File: config.mk
export PLATFORM = sky130hd
export DESIGN_NAME = bdmc_top
export DESIGN_NICKNAME = d
export VERILOG_FILES = /design/src/hw/bdmc_dim_gen.v /design/src/hw/bdmc_pwm_meas.v /design/src/hw/bdmc_top.v
export VERILOG_INCLUDE_DIRS = /design/src /design/src/common
export SDC_FILE = /design/constraint.sdc
export NUM_CORES = 1
export LEC_CHECK = 0
export BUFFER_PORTS_ARGS = -buffer_cell sky130_fd_sc_hd__buf_2
export CELL_PAD_IN_SITES_DETAIL_PLACEMENT = 1
export CELL_PAD_IN_SITES_GLOBAL_PLACEMENT = 2
export CORE_UTILIZATION = 45
export DETAILED_ROUTE_END_ITERATION = 16
export PLACE_DENSITY_LB_ADDON = 0.1
export SYNTH_ARGS = -nofsm -noshare
export SYNTH_HDL_FRONTEND = slang
export SYNTH_SLANG_ARGS = --single-unit
File: constraint.sdc
create_clock -name i_core_clk -period 20.8 [get_ports i_core_clk]
set_input_delay 0 -clock i_core_clk [delete_from_list [all_inputs] [get_ports i_core_clk]]
set_output_delay 0 -clock i_core_clk [all_outputs]
set_load 0.02 [all_outputs]
File: src/common/bdmc_map.vh
// register map, field positions, reset values and timing counts of the backlight dimming block
`ifndef BDMC_MAP_VH
`define BDMC_MAP_VH

// register offsets
`define BDMC_OFS_BRIGHT       8'h00
`define BDMC_OFS_CTRL         8'h01
`define BDMC_OFS_STATUS       8'h02
`define BDMC_OFS_CHAN         8'h09

// reset values
`define BDMC_RST_BRIGHT       8'hFF
`define BDMC_RST_CTRL         8'h00

// control register fields
`define BDMC_CTRL_ENABLE      0
`define BDMC_CTRL_SOURCE      1
`define BDMC_CTRL_INTERP      2

// status register fields
`define BDMC_STAT_FAULT       0
`define BDMC_STAT_THERMAL     1
`define BDMC_STAT_OVERCURR    2
`define BDMC_STAT_BL_ON       3

// channel readout when the backlight is on (six channels, all good)
`define BDMC_CHAN_ALL_ON      6'h3F

// bus address of the device (arbitrary value)
`define BDMC_BUS_ADDR         7'h2C

// timing
`define BDMC_CLK_HZ           100000000
`define BDMC_DIM_FREQ_HZ      200
`define BDMC_DIM_STEPS        255
// cycles per dimming step: core clock over dimming frequency times steps, floored
`define BDMC_DIM_TICK_CYC     16'h07A8
`define BDMC_MEAS_SHIFT       12

`endif

File: src/hw/bdmc_dim_gen.v
// dimming waveform generator running at the internal dimming frequency
`include "bdmc_map.vh"

module bdmc_dim_gen #(
    parameter [15:0] TICK_CYC = `BDMC_DIM_TICK_CYC
) (
    // clock and reset
    input  wire       i_core_clk,
    input  wire       i_arst_n,
    // duty request, code out of 255
    input  wire [7:0] i_duty,
    // waveform
    output reg        o_wave
);

    reg [15:0] tick_cnt;
    reg [7:0]  step;
    reg [7:0]  duty_frame;

    // duty is latched at frame start so a change mid-frame cannot make a runt pulse
    always @(posedge i_core_clk or negedge i_arst_n) begin
        if (!i_arst_n) begin
            tick_cnt   <= 16'h0000;
            step       <= 8'h00;
            duty_frame <= 8'h00;
            o_wave     <= 1'b0;
        end else begin
            if (tick_cnt >= TICK_CYC - 16'h0001) begin
                tick_cnt <= 16'h0000;
                if (step == 8'hFE) begin
                    step       <= 8'h00;
                    duty_frame <= i_duty;
                end else begin
                    step <= step + 8'h01;
                end
            end else begin
                tick_cnt <= tick_cnt + 16'h0001;
            end
            o_wave <= (step < duty_frame);
        end
    end

endmodule

File: src/hw/bdmc_pwm_meas.v
// duty measurement of the external dimming input over a fixed window
`include "bdmc_map.vh"

module bdmc_pwm_meas #(
    parameter MEAS_SHIFT = `BDMC_MEAS_SHIFT
) (
    // clock and reset
    input  wire       i_core_clk,
    input  wire       i_arst_n,
    // external dimming input
    input  wire       i_external_dim_input,
    // measured duty, code out of 255
    output reg  [7:0] o_duty
);

    reg [MEAS_SHIFT-1:0] sub_cnt;
    reg [7:0]            step;
    reg [MEAS_SHIFT+7:0] acc;
    wire [MEAS_SHIFT+7:0] acc_sum = acc + {{(MEAS_SHIFT+7){1'b0}}, i_external_dim_input};

    // window is 255 << MEAS_SHIFT cycles; high count >> MEAS_SHIFT is the 0..255 code.
    // the window must span several input periods, or the reading jitters with phase
    always @(posedge i_core_clk or negedge i_arst_n) begin
        if (!i_arst_n) begin
            sub_cnt <= {MEAS_SHIFT{1'b0}};
            step    <= 8'h00;
            acc     <= {(MEAS_SHIFT+8){1'b0}};
            o_duty  <= 8'hFF;
        end else begin
            sub_cnt <= sub_cnt + {{(MEAS_SHIFT-1){1'b0}}, 1'b1};
            if (&sub_cnt && step == 8'hFE) begin
                step   <= 8'h00;
                o_duty <= acc_sum[MEAS_SHIFT+7:MEAS_SHIFT];
                acc    <= {(MEAS_SHIFT+8){1'b0}};
            end else begin
                if (&sub_cnt)
                    step <= step + 8'h01;
                acc <= acc_sum;
            end
        end
    end

endmodule

File: src/hw/bdmc_top.v
// backlight dimming mode control: two-wire register slave, registers and dimming selection
`include "bdmc_map.vh"

module bdmc_top #(
    parameter [15:0] DIM_TICK_CYC = `BDMC_DIM_TICK_CYC,
    parameter        MEAS_SHIFT   = `BDMC_MEAS_SHIFT,
    parameter [6:0]  BUS_ADDR     = `BDMC_BUS_ADDR
) (
    // clock and reset
    input  wire       i_core_clk,
    input  wire       i_arst_n,
    // two-wire host link, data line is open drain
    input  wire       i_scl,
    input  wire       i_sda,
    output wire       o_sda,
    output wire       o_sda_oe_n,
    // external dimming source and fault conditions
    input  wire       i_external_dim_input,
    input  wire       i_thermal_fault,
    input  wire       i_overcurrent,
    // dimming output and state
    output reg        o_dim_out,
    output reg        o_backlight_on_status,
    output reg  [5:0] o_channel_on
);

    // link states
    // the slave never stretches the bus clock, so every state lasts whole bus phases
    localparam [2:0] S_IDLE     = 3'h0;
    localparam [2:0] S_ADDR     = 3'h1;
    localparam [2:0] S_ADDR_ACK = 3'h2;
    localparam [2:0] S_WBYTE    = 3'h3;
    localparam [2:0] S_WACK     = 3'h4;
    localparam [2:0] S_RBYTE    = 3'h5;
    localparam [2:0] S_RACK     = 3'h6;

    // scales a register code by a measured duty, both out of 255
    // the quotient is floored, so the result may sit one step below the exact value
    function [7:0] bdmc_scale;
        input [7:0]  code;
        input [7:0]  duty;
        reg   [15:0] prod;
        reg   [15:0] quo;
        begin
            prod       = code * duty;
            quo        = prod / 16'h00FF;
            bdmc_scale = quo[7:0]; // quotient never exceeds 255
        end
    endfunction

    // link slave state
    reg [2:0] state;
    reg [3:0] bit_cnt;
    reg [7:0] shreg;
    reg [7:0] ptr;
    reg       have_ptr;
    reg       rw;
    reg       drive_low;
    reg       scl_q;
    reg       sda_q;
    reg       wr_stb;
    reg [7:0] wr_data;

    // programmed registers and sampled fault inputs
    reg [7:0] duty_level_code;
    reg [7:0] ctrl;
    reg       fault;
    reg       thermal_q;
    reg       overcurr_q;
    reg [7:0] rd_data;

    // sub-block results
    wire [7:0] meas_duty;
    wire       gen_wave;

    // line events; start and stop need the bus clock high on both samples
    wire scl_rise = i_scl & ~scl_q;
    wire scl_fall = ~i_scl & scl_q;
    wire start_c  = scl_q & i_scl & sda_q & ~i_sda;
    wire stop_c   = scl_q & i_scl & ~sda_q & i_sda;

    // control fields
    wire backlight_enable           = ctrl[`BDMC_CTRL_ENABLE];
    wire source_select              = ctrl[`BDMC_CTRL_SOURCE];
    wire dimming_interpretation_bit = ctrl[`BDMC_CTRL_INTERP];

    // open drain: the line is only ever pulled low
    assign o_sda      = 1'b0;
    assign o_sda_oe_n = ~drive_low;

    // read data of the register addressed by the pointer
    // unmapped offsets read as zero, so a stray pointer shows no internal state
    always @* begin
        case (ptr)
            `BDMC_OFS_BRIGHT: rd_data = duty_level_code;
            `BDMC_OFS_CTRL:   rd_data = ctrl;
            `BDMC_OFS_STATUS: rd_data = {4'h0, o_backlight_on_status, overcurr_q,
                                         thermal_q, fault};
            `BDMC_OFS_CHAN:   rd_data = {2'h0, o_channel_on};
            default:          rd_data = 8'h00;
        endcase
    end

    // link sampling; inputs are already synchronous, so one stage is enough for edges
    always @(posedge i_core_clk or negedge i_arst_n) begin
        if (!i_arst_n) begin
            scl_q <= 1'b1;
            sda_q <= 1'b1;
        end else begin
            scl_q <= i_scl;
            sda_q <= i_sda;
        end
    end

    // byte-level slave: address, pointer, then data bytes to the pointed register.
    // reads repeat the pointed register; the pointer does not advance
    always @(posedge i_core_clk or negedge i_arst_n) begin
        if (!i_arst_n) begin
            state     <= S_IDLE;
            bit_cnt   <= 4'h0;
            shreg     <= 8'h00;
            ptr       <= 8'h00;
            have_ptr  <= 1'b0;
            rw        <= 1'b0;
            drive_low <= 1'b0;
            wr_stb    <= 1'b0;
            wr_data   <= 8'h00;
        end else begin
            wr_stb <= 1'b0;
            if (start_c) begin
                state     <= S_ADDR;
                bit_cnt   <= 4'h0;
                drive_low <= 1'b0;
            end else if (stop_c) begin
                state     <= S_IDLE;
                drive_low <= 1'b0;
            end else begin
                case (state)
                    S_IDLE: begin
                        // wait for a start; an unmatched address also parks here
                        drive_low <= 1'b0;
                    end
                    S_ADDR: begin
                        if (scl_rise) begin
                            shreg   <= {shreg[6:0], i_sda};
                            bit_cnt <= bit_cnt + 4'h1;
                        end else if (scl_fall && bit_cnt == 4'h8) begin
                            if (shreg[7:1] == BUS_ADDR) begin
                                rw        <= shreg[0];
                                drive_low <= 1'b1;
                                state     <= S_ADDR_ACK;
                            end else begin
                                state <= S_IDLE;
                            end
                        end
                    end
                    S_ADDR_ACK: begin
                        // also entered after a host ack to send the next read byte
                        if (scl_fall) begin
                            if (rw) begin
                                drive_low <= ~rd_data[7];
                                shreg     <= {rd_data[6:0], 1'b0};
                                bit_cnt   <= 4'h1;
                                state     <= S_RBYTE;
                            end else begin
                                drive_low <= 1'b0;
                                bit_cnt   <= 4'h0;
                                have_ptr  <= 1'b0;
                                state     <= S_WBYTE;
                            end
                        end
                    end
                    S_WBYTE: begin
                        if (scl_rise) begin
                            shreg   <= {shreg[6:0], i_sda};
                            bit_cnt <= bit_cnt + 4'h1;
                        end else if (scl_fall && bit_cnt == 4'h8) begin
                            drive_low <= 1'b1;
                            state     <= S_WACK;
                            if (!have_ptr) begin
                                ptr      <= shreg;
                                have_ptr <= 1'b1;
                            end else begin
                                wr_stb  <= 1'b1;
                                wr_data <= shreg;
                            end
                        end
                    end
                    S_WACK: begin
                        if (scl_fall) begin
                            drive_low <= 1'b0;
                            bit_cnt   <= 4'h0;
                            state     <= S_WBYTE;
                        end
                    end
                    S_RBYTE: begin
                        if (scl_fall) begin
                            if (bit_cnt == 4'h8) begin
                                drive_low <= 1'b0;
                                state     <= S_RACK;
                            end else begin
                                drive_low <= ~shreg[7];
                                shreg     <= {shreg[6:0], 1'b0};
                                bit_cnt   <= bit_cnt + 4'h1;
                            end
                        end
                    end
                    S_RACK: begin
                        if (scl_rise)
                            state <= i_sda ? S_IDLE : S_ADDR_ACK;
                    end
                    default: begin
                        state     <= S_IDLE;
                        drive_low <= 1'b0;
                    end
                endcase
            end
        end
    end

    // register file; the brightness code is locked while the external input owns the duty
    // control is kept whole, reserved bits too, so they read back as written
    always @(posedge i_core_clk or negedge i_arst_n) begin
        if (!i_arst_n) begin
            duty_level_code <= `BDMC_RST_BRIGHT;
            ctrl            <= `BDMC_RST_CTRL;
        end else if (wr_stb) begin
            if (ptr == `BDMC_OFS_BRIGHT && !source_select)
                duty_level_code <= wr_data;
            if (ptr == `BDMC_OFS_CTRL)
                ctrl <= wr_data;
        end
    end

    // sticky fault; a new fault in the clearing cycle wins over the clear
    // status bits 1 and 2 show the sampled inputs themselves, not a latch
    wire fault_set = thermal_q | overcurr_q;
    wire enable_toggle = wr_stb && ptr == `BDMC_OFS_CTRL &&
                         (wr_data[`BDMC_CTRL_ENABLE] != backlight_enable);
    wire fault_wr0 = wr_stb && ptr == `BDMC_OFS_STATUS && !wr_data[`BDMC_STAT_FAULT];
    always @(posedge i_core_clk or negedge i_arst_n) begin
        if (!i_arst_n) begin
            fault      <= 1'b0;
            thermal_q  <= 1'b0;
            overcurr_q <= 1'b0;
        end else begin
            thermal_q  <= i_thermal_fault;
            overcurr_q <= i_overcurrent;
            if (fault_set)
                fault <= 1'b1;
            else if (enable_toggle || fault_wr0)
                fault <= 1'b0;
        end
    end

    // backlight state follows the enable one cycle after the write, far inside 4ms
    always @(posedge i_core_clk or negedge i_arst_n) begin
        if (!i_arst_n) begin
            o_backlight_on_status <= 1'b0;
            o_channel_on          <= 6'h00;
        end else begin
            o_backlight_on_status <= backlight_enable;
            o_channel_on          <= backlight_enable ? `BDMC_CHAN_ALL_ON : 6'h00;
        end
    end

    // duty requested of the internal generator: register alone, or register scaled by input
    // the generator latches it at frame start, so a change of interpretation never makes a runt pulse
    wire [7:0] gen_duty = dimming_interpretation_bit ? duty_level_code
                        : bdmc_scale(duty_level_code, meas_duty);

    bdmc_pwm_meas #(
        .MEAS_SHIFT (MEAS_SHIFT)
    ) u_meas (
        .i_core_clk           (i_core_clk),
        .i_arst_n             (i_arst_n),
        .i_external_dim_input (i_external_dim_input),
        .o_duty               (meas_duty)
    );

    bdmc_dim_gen #(
        .TICK_CYC (DIM_TICK_CYC)
    ) u_gen (
        .i_core_clk (i_core_clk),
        .i_arst_n   (i_arst_n),
        .i_duty     (gen_duty),
        .o_wave     (gen_wave)
    );

    // output selection; direct mode passes the input through to keep its fine resolution
    // zero brightness outranks every mode, so o_dim_out stays low at code 0 while o_channel_on still reads all on
    always @(posedge i_core_clk or negedge i_arst_n) begin
        if (!i_arst_n)
            o_dim_out <= 1'b0;
        else if (!backlight_enable || duty_level_code == 8'h00)
            o_dim_out <= 1'b0;
        else if (source_select)
            o_dim_out <= i_external_dim_input;
        else
            o_dim_out <= gen_wave;
    end

endmodule

# ---- Word-level counts from Yosys, hierarchy flattened
# Index checks and enable logic that the tools add are counted.
dict set report word_totals {
  register_bits 145
  out_inout_bits 10
}
dict set report classes {
  n_addsub 6
  mul 1
  div 1
  n_lt_le_gt_ge 2
  eq_ne 40
  n_mux 64
  n_bitwise 19
  n_reduce_logical 33
}
# operator n
set op_table {}
lappend op_table {{$mux W8} 9}
lappend op_table {{$ne A4 B4 Y1 const B} 10}
lappend op_table {{$mux W3} 12}
lappend op_table {{$pmux W8 S4} 1}
lappend op_table {{$mux W4} 7}
lappend op_table {{$mux W1} 25}
lappend op_table {{$pmux W8 S3} 1}
lappend op_table {{$pmux W3 S7} 1}
lappend op_table {{$add A20 B1 Y20} 1}
lappend op_table {{$mux W20} 1}
lappend op_table {{$ne A3 B3 Y1 const B} 6}
lappend op_table {{$reduce_and A6 Y1} 3}
lappend op_table {{$add A16 B1 Y16 const B} 1}
lappend op_table {{$add A8 B1 Y8 const B} 2}
lappend op_table {{$div A16 B8 Y16 const B} 1}
lappend op_table {{$eq A8 B8 Y1 const B} 2}
lappend op_table {{$ge A16 B11 Y1 const B} 1}
lappend op_table {{$logic_not A8 Y1} 2}
lappend op_table {{$mul A8 B8 Y16} 1}
lappend op_table {{$mux W16} 1}
lappend op_table {{$ne A2 B2 Y1 const B} 8}
lappend op_table {{$pmux W4 S4} 1}
lappend op_table {{$reduce_and A7 Y1} 2}
lappend op_table {{$add A12 B1 Y12 const B} 1}
lappend op_table {{other kinds (33)} 66}

# ---- Depth between registers and ports, before layout
# Gate-level depths: netlist of the first run.
dict set report logic_depth {
  depth_word 8
  depth_mapped 37
  ltp_nobuf 31
}

# ---- Hierarchy
# Synthesis of the first run repeated with hierarchy kept, for this count alone.
dict set report unflattened {
  hier_cells 1253
  area_unflattened_um2 11264.6
}
# mod instances cells_per_inst area_each_um2
set modules_own_cells {}
lappend modules_own_cells {bdmc_top 1 881 7357.1}
lappend modules_own_cells {bdmc_pwm_meas 1 218 2274.7}
lappend modules_own_cells {bdmc_dim_gen 1 154 1632.8}

# ---- Least setup slack after synthesis of the first run
# OpenSTA, ideal clock, no wires.
dict set report synth_path {
  path_type {register to register}
  startpoint {register duty_level_code[0]}
  endpoint {register u_gen.duty_frame[0]}
  setup_time_ns 0.130
  arrival_time_ns 8.605
  path_slack_ns 12.065
  stages_incl_launch_ff 36
  period_less_slack_ns 8.735
  path_cell_list {dfstp_2 -> clkbuf_1 -> nand2_1 -> fa_1 -> fa_1 -> inv_1 -> fa_1 -> inv_1 -> fa_1 -> inv_1 -> ha_1 -> buf_4 -> o211ai_2 -> o211a_4 -> or4b_4 -> o2111ai_4 -> and3_1 -> buf_4 -> nand3_2 -> and2_4 -> buf_6 -> a31o_1 -> a21boi_2 -> a31oi_2 -> nor2b_4 -> nor2_2 -> o31a_1 -> or2_1 -> buf_6 -> a41oi_2 -> o311ai_1 -> or4_4 -> or2_1 -> or3_1 -> o211ai_2 -> o211ai_2}
}
dict set report synth_via {
  elab_chain_len 3
}
# item line_no
set synth_lines {}
lappend synth_lines {{from (decl)} bdmc_top.v:65} ;# reg [7:0] duty_level_code;
lappend synth_lines {{from (signal assigned)} bdmc_top.v:225} ;# duty_level_code <= `BDMC_RST_BRIGHT;
lappend synth_lines {{from (signal assigned)} bdmc_top.v:229} ;# duty_level_code <= wr_data;
lappend synth_lines {{$mul A8 B8 Y16} bdmc_top.v:45} ;# prod = code * duty;
lappend synth_lines {{$div A16 B8 Y16} bdmc_top.v:46} ;# quo = prod / 16'h00FF;
lappend synth_lines {{$mux W8 (*)} bdmc_top.v:269} ;# wire [7:0] gen_duty = dimming_interpretation_bit ? duty_level_code
lappend synth_lines {{to (signal assigned)} bdmc_dim_gen.v:32} ;# duty_frame <= i_duty;
lappend synth_lines {{to (decl)} bdmc_dim_gen.v:18} ;# reg [7:0] duty_frame;
# Every way passes the cells marked *; elsewhere a longest branch is shown, timed or not.
# A chain may end at the register's enable or synchronous reset.

# ---- Worst setup path in the final report of the first run
dict set report layout_path {
  startpoint {register duty_level_code[0]}
  endpoint {register u_gen.duty_frame[1]}
}
dict set report layout_via {
  elab_chain_len 3
}
# item line_no
set layout_lines {}
lappend layout_lines {{$mul A8 B8 Y16} bdmc_top.v:45}
lappend layout_lines {{$div A16 B8 Y16} bdmc_top.v:46}
lappend layout_lines {{$mux W8} bdmc_top.v:269}
# No other way between the ends.

==> load_flow_metrics.sql, run 1 <==
INSERT INTO impl_metrics (metric_group, metric, value, unit) VALUES
('timing', 'timing.final.crit_share', '0.482', ''),
('finish', 'final_area', '12100', 'um2'),
('clock_tree', 'clk_pin_slew', '0.08', 'ns'),
('synthesis', 'synth_seq_cells', '139', ''),
('synthesis', 'yosysTopAreaCellShare', '0.272', ''),
('timing', 'worst_slew_pin_slew', '0.889', 'ns'),
('route', 'drt_wl_total', '28000', 'um'),
('place', 'hpwl', '20700', 'um'),
('timing', 'slew_headroom', '0.403', ''),
('finish', 'layout.filler_cells', '2809', ''),
('timing', 'setup_violations', '0', ''),
('place', 'preCtsSetupSlack', '10.91', 'ns'),
('die', 'floorplan.die.width', '159', 'um'),
('worst_setup_path', 'max_stage_delay', '0.73', 'ns'),
('worst_setup_path', 'startpoint_type', 'flip-flop', ''),
('synthesis', 'ys_types', '112', ''),
('synthesis', 'synth_edf_count', '0', ''),
('finish', 'diodes', '0', ''),
('finish', 'area_growth_synth_to_finish', '8.40', '%'),
('finish', 'register_area', '3500', 'um2'),
('grt', 'grt_antenna_before_repair', '0', ''),
('timing', 'final.setup.tns', '0', 'ns'),
('timing', 'layout_setup_ws', '10.77', 'ns'),
('clock_tree', 'clockRootBuffer', 'sky130_fd_sc_hd__clkbuf_16', ''),
('grt', 'global_route_usage_over_all_layers', '0.230', ''),
('run_status', 'run_status', 'finished, final reports clean', ''),
('timing', 'final_period_minus_worst_setup_slack', '10.03', 'ns'),
('pwr', 'irDropWorstVdd', '0.0548', 'mV'),
('pwr', 'power.density_cell_area', '62.8', 'nW/um2'),
('clock_tree', 'clock_latency_at_the_later_pin_of_the_worst_skew_pair', '0.44', 'ns'),
('timing', 'final_hold_viol_count', '0', ''),
('pwr', 'leakagePower', '0.00537', 'uW'),
('synthesis', 'ys.flop_type', 'sky130_fd_sc_hd__dfrtp_1', ''),
('worst_setup_path', 'timing.critical_path.arrival', '10.34', 'ns'),
('clock_tree', 'htree_levels', '4', ''),
('worst_setup_path', 'required_arrival_time_at_the_worst_endpoint', '21.11', 'ns'),
('grt', 'grt_overflow_total', '0', ''),
('synthesis', 'post_synth_instance_area', '11100', 'um2'),
('clock_tree', 'tritoncts.num_buffers', '17', ''),
('timing', 'fin_worst_skew', '0.0154', 'ns'),
('clock_tree', 'cts_resized', '0', ''),
('grt', 'via_count_of_the_first_global_routing_pass', '9420', ''),
('place', 'post_dp_cell_area', '11400', 'um2'),
('synthesis', 'yosys-top-cells-area', 'sky130_fd_sc_hd__dfrtp_1 (27%), sky130_fd_sc_hd__fa_1 (6.5%), sky130_fd_sc_hd__ha_1 (6.1%)', ''),
('worst_setup_path', 'end_kind', 'flip-flop', ''),
('worst_setup_path', 'timing.setup.critical_path_class', 'reg2reg', ''),
('timing', 'drv_slew', '0', ''),
('worst_setup_path', 'critical_path.slowest_cell', 'sky130_fd_sc_hd__a2111oi_0', ''),
('min_path', 'hold_wc_path_type', 'in2async', ''),
('clock_tree', 'cts_buffer_depth', '2', ''),
('finish', 'drive_gt1_frac', '0.133', ''),
('die', 'num_io_pins', '17', ''),
('clock_tree', 'tritoncts', 'done', ''),
('finish', 'multi_input_area', '7140', 'um2'),
('grt', 'grt_first_pass_wirelength', '47900', 'um'),
('finish', 'layout.nets', '1317', ''),
('route', 'drc_errors', '0', ''),
('flow_run', 'drv_cap', '0', ''),
('timing', 'fmax', '99.7', 'MHz'),
('grt', 'maximum_number_of_pins_on_one_net_before_global_route_repair', '82', ''),
('finish', 'most-common-layout-cells', 'sky130_fd_sc_hd__dfrtp_1 (121), sky130_fd_sc_hd__nor2_1 (107), sky130_fd_sc_hd__nand2_1 (97)', ''),
('route', 'first_pass_iters', '4', ''),
('worst_setup_path', 'cp_max_fo', '12', ''),
('synthesis', 'async_reset_ff_frac', '1.00', ''),
('synthesis', 'synth_top_area_cell', 'sky130_fd_sc_hd__dfrtp_1', ''),
('route', 'dr_vias_cell', '5.82', ''),
('die', 'floorplan.die.height', '159', 'um'),
('pwr', 'finalPower', '758', 'uW'),
('place', 'place.port_buffers', '15', ''),
('finish', 'most_common_cell_after_layout_fill_and_taps_aside', 'sky130_fd_sc_hd__dfrtp_1', ''),
('route', 'detail_routed_net_length_per_standard_cell', '18.0', 'um');
[cell type report]
cell class	count	share of cell area
multi-input combinational	966	0.592
sequential	139	0.290
clock buffer	17	0.0353
tap	324	0.0336
inverter	71	0.0221
timing repair buffer	25	0.0142
clock inverter	15	0.0119
[flip-flops by register name (all words and copies together), names as in the netlist, 4 cells and up]
register	flops
u_gen.tick_cnt	16
u_gen.step	8
wr_data	8
u_meas.o_duty	8
u_meas.step	8
shreg	8
u_gen.duty_frame	8
ptr	8
u_meas.acc	20
bit_cnt	4
ctrl	8
u_meas.sub_cnt	12
duty_level_code	8
[logic make-up (layout without fill, tap and decap cells)]
group | Yosys count | in the layout | synth area share
xor+xnor | 60 | 60 | 0.0493
compound gates | 296 | 296 | 0.192
fa+ha+maj | 91 | 91 | 0.126
other cells | 1 | 6 | 0.000337
flops | 139 | 139 | 0.315
mux | 47 | 47 | 0.0467
simple gates | 466 | 466 | 0.225
buf+inv | 118 | 128 | 0.0449
[Yosys cell counts, drive strengths merged, types with 13 or more instances]
master    n
xnor2    32
a21oi    65
o211ai   14
nand2    99
and3     18
fa       36
o31ai    17
nand3    49
o21ai    71
xor2     28
nor2b    14
or3      13
and2     68
ha       54
a22oi    14
dfstp    18
inv      71
dfrtp   121
buf      16
nor3     28
mux2     36
nand4    14
a31oi    15
nor2    108
clkbuf   31
[repair_timing]
action                     4_1_cts  5_1_grt
setup endpoints to repair        0        0
hold buffers                     6        0
hold endpoints to repair        82        0
[per-stage QoR]
stage / hold slack, ns / instances / util
detailed placement: 0.0960 / 1519 / 0.471
floorplan: -0.296 / 1223 / -
finish: 0.139 / 1557 / 0.497
CTS: 0.192 / 1557 / 0.497
global route: 0.214 / 1557 / 0.497
global placement: 0.0833 / 1519 / 0.471
[critical path: cells and delay by family, from the launching register on]
family | cells | cell delay, ns
adders and majority gates | 5 | 2.55
DFF | 1 | 0.63
buffers and inverters | 3 | 0.14
and+or+nand+nor | 10 | 2.24
AOI/OAI and AO/OA | 12 | 4.31
[power by group]
group	leakage [uW]	internal (uW)	switching (uW)
combinational	0.00328	50.4	76.1
sequential	0.00181	295	37.2
clock	0.000280	159	140
total	0.00537	505	253
[path summary, 6_finish.rpt]
| path | slack (ns) | cells after the start | start | end |
|---|---|---|---|---|
| worst max-delay path | 10.77 | 30 | duty_level_code[0]$_DFFE_PN1P_ | u_gen.duty_frame[1]$_DFFE_PN0P_ |
| worst min-delay path | 0.14 | 2 | i_arst_n | u_gen.tick_cnt[6]$_DFF_PN0_ |
| worst max register to register | 10.77 | 30 | duty_level_code[0]$_DFFE_PN1P_ | u_gen.duty_frame[1]$_DFFE_PN0P_ |
| worst min register to register | 0.45 | 1 | u_meas.sub_cnt[0]$_DFF_PN0_ | u_meas.sub_cnt[0]$_DFF_PN0_ |
| max in group asynchronous | 19.37 | 3 | i_arst_n | u_meas.sub_cnt[5]$_DFF_PN0_ |
| min in group i_core_clk | 0.21 | 2 | i_thermal_fault | thermal_q$_DFF_PN0_ |
[per-layer routing]
layer  part of all wire  GRT usage  vias to the layer above
met2               0.50      0.394                       96
met1               0.47      0.305                     4582
li1                   -          -                     4359
met3              0.020     0.0284                       28
met4              0.014     0.0642                        0
met5                  0          0                        -
Power figures use the tool's default switching activity.
==> run 2: changes to the inputs <==
CORE_UTILIZATION = 42   (was 45)
clock period = 9.8 ns   (was 20.8 ns; I/O delays follow)
==> run 2 against run 1 <==
- register-to-register slack worse by 10 ns
- die area up 7.1%
- largest cell class unchanged
- largest power group unchanged
- highest routed layer unchanged
- design area up 1.8%
- sequential share of layout area down 0.52 points
==> load_flow_metrics.sql, run 2 (synthesis gave the netlist of run 1 again) <==
INSERT INTO impl_metrics (metric_group, metric, value, unit) VALUES
('route', 'dr_total_vias', '9002', ''),
('timing', 'fin_worst_skew', '0.0287', 'ns'),
('worst_setup_path', 'critical_path.slowest_cell', 'sky130_fd_sc_hd__dfstp_2', ''),
('die', 'floorplan.die.width', '165', 'um'),
('clock_tree', 'cts_buffer_depth', '2', ''),
('worst_setup_path', 'startpoint_type', 'flip-flop', ''),
('timing', 'layout_setup_ws', '0.395', 'ns'),
('worst_setup_path', 'crit_family', 'simple AND/OR/NAND/NOR gates', ''),
('timing', 'drv_slew', '0', ''),
('die', 'floorplan.die.height', '165', 'um'),
('clock_tree', 'tritoncts', 'done', ''),
('worst_setup_path', 'cp_max_fo', '12', ''),
('finish', 'layoutNonFillerInstCount', '1574', ''),
('place', 'gp_congestion', '0.860', ''),
('finish', 'layout.nets', '1323', ''),
('grt', 'maximum_number_of_pins_on_one_net_before_global_route_repair', '72', ''),
('timing', 'worst_slew_pin_slew', '0.904', 'ns'),
('timing', 'final_worst_hold_slack', '0.143', 'ns'),
('finish', 'biggestRegsByFlops', 'u_meas.acc (20), u_gen.tick_cnt (16), u_meas.sub_cnt (12)', ''),
('finish', 'layout.core_utilization', '0.473', ''),
('run_status', 'run_status', 'finished, final reports clean', ''),
('clock_tree', 'htree_levels', '4', ''),
('timing', 'slew_headroom', '0.393', ''),
('place', 'dp_cell_count', '1535', ''),
('timing', 'setup_violations', '0', ''),
('timing', 'final_period_minus_worst_setup_slack', '9.40', 'ns'),
('worst_setup_path', 'end_kind', 'flip-flop', ''),
('die', 'fp-row-count', '59', ''),
('pwr', 'leakagePower', '0.00545', 'uW'),
('timing', 'final_hold_viol_count', '0', ''),
('route', 'drt_wl_total', '28900', 'um'),
('die', 'initial_core_util', '0.428', ''),
('finish', 'drive_gt1_frac', '0.158', ''),
('worst_setup_path', 'max_stage_delay', '0.63', 'ns'),
('worst_setup_path', 'timing.setup.critical_path_class', 'reg2reg', ''),
('worst_setup_path', 'worst_r2r_endpoint', 'u_gen.duty_frame[0]$_DFFE_PN0P_', ''),
('die', 'floorplan.core_area', '26000', 'um2'),
('clock_tree', 'clock_latency_at_the_later_pin_of_the_worst_skew_pair', '0.43', 'ns'),
('pwr', 'irDropWorstVdd', '0.148', 'mV'),
('grt', 'grt_overflow_total', '0', ''),
('clock_tree', 'tritoncts_num_sinks', '139', ''),
('grt', 'via_count_of_the_first_global_routing_pass', '9164', ''),
('place', 'preCtsSetupSlack', '0.157', 'ns'),
('worst_setup_path', 'cp_num_buf_inv', '3', ''),
('place', 'hpwl', '21400', 'um'),
('die', 'num_io_pins', '17', ''),
('flow_run', 'drv_cap', '0', ''),
('finish', 'most_common_cell_after_layout_fill_and_taps_aside', 'sky130_fd_sc_hd__dfrtp_1', ''),
('timing', 'timing.final.crit_share', '0.960', ''),
('die', 'fp.dieArea', '27100', 'um2'),
('clock_tree', 'clockRootBuffer', 'sky130_fd_sc_hd__clkbuf_16', ''),
('timing', 'fmax', '106', 'MHz'),
('finish', 'diodes', '0', ''),
('finish', 'regMostFlops', 'u_meas.acc', ''),
('min_path', 'hold_wc_path_type', 'in2async', ''),
('route', 'dr_vias_cell', '5.72', ''),
('finish', 'area_growth_synth_to_finish', '10.4', '%'),
('route', 'drc_errors', '0', ''),
('route', 'detail_routed_net_length_per_standard_cell', '18.3', 'um'),
('clock_tree', 'clk_pin_slew', '0.07', 'ns'),
('pwr', 'power.density_cell_area', '131', 'nW/um2'),
('route', 'drtIter0Drc', '331', ''),
('finish', 'most-common-layout-cells', 'sky130_fd_sc_hd__dfrtp_1 (121), sky130_fd_sc_hd__nor2_1 (102), sky130_fd_sc_hd__nand2_1 (97)', ''),
('worst_setup_path', 'timing.critical_path.mode_cell', 'sky130_fd_sc_hd__fa_1', ''),
('worst_setup_path', 'r2r_slack', '0.40', 'ns'),
('route', 'first_pass_iters', '4', ''),
('clock_tree', 'tritoncts.num_buffers', '17', ''),
('grt', 'grt_antenna_before_repair', '0', ''),
('grt', 'global_route_usage_over_all_layers', '0.219', ''),
('finish', 'largest_register_ff_count', '20', ''),
('worst_setup_path', 'timing.rr.start', 'duty_level_code[0]$_DFFE_PN1P_', ''),
('worst_setup_path', 'required_arrival_time_at_the_worst_endpoint', '10.10', 'ns'),
('route', 'drt.antenna.violating_nets', '0', ''),
('place', 'place.port_buffers', '15', ''),
('worst_setup_path', 'rr_worst_depth', '30', ''),
('worst_setup_path', 'timing.critical_path.arrival', '9.70', 'ns'),
('grt', 'grt_first_pass_wirelength', '47400', 'um');
[run 2: worst max path at each step]
stage	startpoint	depth (start not counted)	end	slack, ns
after global routing	duty_level_code[0]$_DFFE_PN1P_	30	u_gen.duty_frame[0]$_DFFE_PN0P_	-0.005
after global placement	duty_level_code[0]$_DFFE_PN1P_	30	u_gen.duty_frame[0]$_DFFE_PN0P_	0.13
final	duty_level_code[0]$_DFFE_PN1P_	30	u_gen.duty_frame[0]$_DFFE_PN0P_	0.40
after CTS	duty_level_code[0]$_DFFE_PN1P_	30	u_gen.duty_frame[0]$_DFFE_PN0P_	0.14
after floorplan	duty_level_code[0]$_DFFE_PN1P_	35	u_gen.duty_frame[0]$_DFFE_PN0P_	1.06
after detailed placement	duty_level_code[0]$_DFFE_PN1P_	30	u_gen.duty_frame[1]$_DFFE_PN0P_	0.16
[run 2: where the power goes]
group	switching (uW)	total, uW	internal, uW
clock	285	643	358
combinational	160	266	106
sequential	76.7	703	626
[run 2: routing by layer]
metal / part of all wire / up-vias / wire length (um) / global-route usage
met5: 0 / - / 0 / 0
met4: 0.012 / 0 / 341 / 0.0517
met3: 0.012 / 20 / 355 / 0.0256
met2: 0.49 / 69 / 14300 / 0.375
met1: 0.48 / 4554 / 13900 / 0.294
li1: - / 4359 / - / -
[run 2: what timing repair did]
item / 4_1_cts / 5_1_grt
endpoints found under the setup margin: 0 / 2
hold buffers: 6 / 0
resized for setup: 0 / 35
buffers inserted: 0 / 1
hold endpoints to repair: 74 / 0
[run 2: worst reg2reg max path: cells and delay by family (launching register included)]
kind                     cells  cell delay, ns
adder cells (fa/ha/maj)      5            2.53
flip-flops                   1            0.63
buffers and inverters        3            0.14
AND/OR/NAND/NOR             10            3.08
AO/OA/AOI/OAI               12            2.92
[run 2: through the flow]
step | TNS [ns] | instance area (um2) | power (uW)
after floorplan | 0 | 11100 | 893
after global placement | 0 | 11500 | 970
after detailed placement | 0 | 11500 | 975
after CTS | 0 | 12100 | 1630
after global routing | -0.00470 | 12300 | 1700
final | 0 | 12300 | 1610
[run 2: final cells by class]
cell class / count / area, um2
tap: 335 / 419
sequential: 139 / 3500
timing repair buffer: 31 / 216
fill: 2992 / 13700
clock inverter: 15 / 148
multi-input combinational: 966 / 7300
inverter: 71 / 267
clock buffer: 17 / 425
==> run 3: changes to the inputs <==
==> constraint.sdc (replaced) <==
create_clock -name i_core_clk -period 9.8 [get_ports i_core_clk]
set_input_delay 0.98 -clock i_core_clk [delete_from_list [all_inputs] [get_ports i_core_clk]]
set_output_delay 0.98 -clock i_core_clk [all_outputs]
set_load 0.02 [all_outputs]
==> run 3 against run 2 <==
- hold slack better by 0.31 ns
- count of clock-buffer cells in the layout stayed put
- global-route usage is essentially flat
- sequential share of layout area rose by 0.14 points
- clock skew shrank 0.0046 ns
- sequential power is essentially flat
- via count rose by 0.14%
- critical endpoint unchanged
- highest routed layer unchanged
==> load_flow_metrics.sql, run 3 (synthesis gave the netlist of run 1 again) <==
INSERT INTO impl_metrics (metric_group, metric, value, unit) VALUES
('pwr', 'power.density_cell_area', '132', 'nW/um2'),
('flow_run', 'drv_cap', '0', ''),
('finish', 'largest_register_ff_count', '20', ''),
('place', 'dp_cell_count', '1535', ''),
('die', 'num_io_pins', '17', ''),
('worst_setup_path', 'timing.critical_path.mode_cell', 'sky130_fd_sc_hd__fa_1', ''),
('min_path', 'hold_wc_path_type', 'reg2reg', ''),
('finish', 'diodes', '0', ''),
('route', 'wirelength_met1', '13700', 'um'),
('place', 'place.port_buffers', '15', ''),
('min_path', 'hold_end', 'u_meas.sub_cnt[0]$_DFF_PN0_', ''),
('timing', 'drv_slew', '0', ''),
('finish', 'layoutNonFillerInstCount', '1568', ''),
('timing', 'worst_slew_pin_slew', '0.904', 'ns'),
('timing', 'fmax', '106', 'MHz'),
('place', 'hpwl', '21400', 'um'),
('place', 'gp_congestion', '0.860', ''),
('timing', 'final_period_minus_worst_setup_slack', '9.40', 'ns'),
('worst_setup_path', 'end_kind', 'flip-flop', ''),
('route', 'drtIter0Drc', '324', ''),
('grt', 'global_route_usage_over_all_layers', '0.219', ''),
('die', 'floorplan.die.width', '165', 'um'),
('clock_tree', 'tritoncts.num_buffers', '17', ''),
('timing', 'final_hold_viol_count', '0', ''),
('route', 'first_pass_iters', '5', ''),
('route', 'met3WireLength', '484', 'um'),
('timing', 'setup_violations', '0', ''),
('worst_setup_path', 'startpoint_type', 'flip-flop', ''),
('worst_setup_path', 'rr_worst_depth', '30', ''),
('worst_setup_path', 'timing.rr.start', 'duty_level_code[0]$_DFFE_PN1P_', ''),
('worst_setup_path', 'critical_path.slowest_cell', 'sky130_fd_sc_hd__dfstp_2', ''),
('die', 'floorplan.core_area', '26000', 'um2'),
('worst_setup_path', 'worst_r2r_endpoint', 'u_gen.duty_frame[0]$_DFFE_PN0P_', ''),
('worst_setup_path', 'required_arrival_time_at_the_worst_endpoint', '10.10', 'ns'),
('die', 'initial_core_util', '0.428', ''),
('route', 'drc_errors', '0', ''),
('clock_tree', 'tritoncts', 'done', ''),
('route', 'detail_routed_net_length_per_standard_cell', '18.4', 'um'),
('place', 'post_dp_cell_area', '11500', 'um2'),
('finish', 'most_common_cell_after_layout_fill_and_taps_aside', 'sky130_fd_sc_hd__dfrtp_1', ''),
('min_path', 'worst_hold_stages', '1', ''),
('timing', 'slew_headroom', '0.393', ''),
('finish', 'most-common-layout-cells', 'sky130_fd_sc_hd__dfrtp_1 (121), sky130_fd_sc_hd__nor2_1 (102), sky130_fd_sc_hd__nand2_1 (97)', ''),
('clock_tree', 'clock_latency_at_the_later_pin_of_the_worst_skew_pair', '0.44', 'ns'),
('grt', 'via_count_of_the_first_global_routing_pass', '9154', ''),
('route', 'met2WireLength', '14400', 'um'),
('timing', 'final.setup.tns', '0', 'ns'),
('pwr', 'leakagePower', '0.00543', 'uW'),
('worst_setup_path', 'max_stage_delay', '0.63', 'ns'),
('worst_setup_path', 'timing.setup.critical_path_class', 'reg2reg', ''),
('min_path', 'holdCritStartpoint', 'u_meas.sub_cnt[0]$_DFF_PN0_', ''),
('clock_tree', 'clk_pin_slew', '0.07', 'ns'),
('clock_tree', 'cts-hold-fix-buffers', '0', ''),
('route', 'drt.antenna.violating_nets', '0', ''),
('timing', 'fin_worst_skew', '0.0241', 'ns'),
('finish', 'area_growth_synth_to_finish', '9.86', '%'),
('clock_tree', 'htree_levels', '4', ''),
('route', 'drt_wl_total', '28900', 'um'),
('clock_tree', 'clockRootBuffer', 'sky130_fd_sc_hd__clkbuf_16', ''),
('route', 'dr_total_vias', '9015', ''),
('timing', 'timing.final.crit_share', '0.959', ''),
('clock_tree', 'tritoncts_num_sinks', '139', ''),
('worst_setup_path', 'cp_max_fo', '12', ''),
('clock_tree', 'cts_buffer_depth', '2', ''),
('pwr', 'irDropWorstVdd', '0.146', 'mV'),
('finish', 'biggestRegsByFlops', 'u_meas.acc (20), u_gen.tick_cnt (16), u_meas.sub_cnt (12)', ''),
('die', 'fp-row-count', '59', ''),
('finish', 'layout.core_utilization', '0.470', ''),
('finish', 'layout.nets', '1317', ''),
('finish', 'drive_gt1_frac', '0.159', ''),
('worst_setup_path', 'r2r_slack', '0.40', 'ns'),
('die', 'floorplan.die.height', '165', 'um'),
('grt', 'grt_first_pass_wirelength', '47400', 'um'),
('die', 'fp.dieArea', '27100', 'um2'),
('route', 'highest_signal_layer', 'met4', ''),
('timing', 'final_worst_hold_slack', '0.458', 'ns'),
('grt', 'grt_overflow_total', '0', ''),
('run_status', 'run_status', 'finished, final reports clean', ''),
('route', 'dr_vias_cell', '5.75', ''),
('worst_setup_path', 'timing.critical_path.arrival', '9.70', 'ns'),
('finish', 'final_area', '12200', 'um2'),
('grt', 'grt_antenna_before_repair', '0', ''),
('grt', 'maximum_number_of_pins_on_one_net_before_global_route_repair', '72', ''),
('finish', 'regMostFlops', 'u_meas.acc', '');
[run 3: changes by cell type in the layout (fill, tap and decap cells not counted)]
cell | before | now
sky130_fd_sc_hd__dlygate4sd3_1 | 6 | 0
[run 3: cell type report]
| type | instances | area (um2) |
|---|---|---|
| Multi-Input combinational cell | 966 | 7300 |
| Fill cell | 2990 | 13800 |
| Tap cell | 335 | 419 |
| Clock inverter | 15 | 148 |
| Sequential cell | 139 | 3500 |
| Inverter | 71 | 267 |
| Timing Repair Buffer | 25 | 156 |
| Clock buffer | 17 | 425 |
[run 3: where the power goes]
group / internal, uW / switching [uW] / leakage [uW] / total (uW)
clock network: 358 / 287 / 0.000280 / 645
logic: 105 / 158 / 0.00334 / 263
registers: 626 / 76.1 / 0.00181 / 702
total: 1090 / 522 / 0.00543 / 1610
[run 3: critical path: cells and delay by family, from the launching register on]
| kind | cells | cell delay [ns] |
|---|---|---|
| AOI/OAI and AO/OA | 12 | 2.93 |
| DFF | 1 | 0.63 |
| and+or+nand+nor | 10 | 3.04 |
| adders and majority gates | 5 | 2.52 |
| buffers and inverters | 3 | 0.14 |
[run 3: worst max-delay path by stage]
stage | start | end | slack, ns | depth (start not counted)
finish | duty_level_code[0]$_DFFE_PN1P_ | u_gen.duty_frame[0]$_DFFE_PN0P_ | 0.40 | 30
global route | duty_level_code[0]$_DFFE_PN1P_ | u_gen.duty_frame[0]$_DFFE_PN0P_ | -0.005 | 30
CTS | duty_level_code[0]$_DFFE_PN1P_ | u_gen.duty_frame[0]$_DFFE_PN0P_ | 0.14 | 30
detailed placement | duty_level_code[0]$_DFFE_PN1P_ | u_gen.duty_frame[1]$_DFFE_PN0P_ | 0.16 | 30
global placement | duty_level_code[0]$_DFFE_PN1P_ | u_gen.duty_frame[0]$_DFFE_PN0P_ | 0.13 | 30
floorplan | duty_level_code[0]$_DFFE_PN1P_ | u_gen.duty_frame[0]$_DFFE_PN0P_ | 1.06 | 35
[run 3: metal layers]
metal	global-route usage	vias up
li1	-	4353
met1	0.293	4549
met2	0.375	87
met4	0.0517	0
met5	0	-
met3	0.0256	26
[run 3: what timing repair did]
action	in CTS	in global routing
endpoints found under the hold margin	0	0
endpoints found under the setup margin	0	2
gates resized for setup	0	35
buffers inserted	0	1
[run 3: metrics by stage]
stage | total power (uW) | setup slack [ns]
floorplan | 893 | 1.06
global placement | 970 | 0.129
detailed placement | 975 | 0.157
CTS | 1630 | 0.137
global route | 1700 | -0.00470
finish | 1610 | 0.399
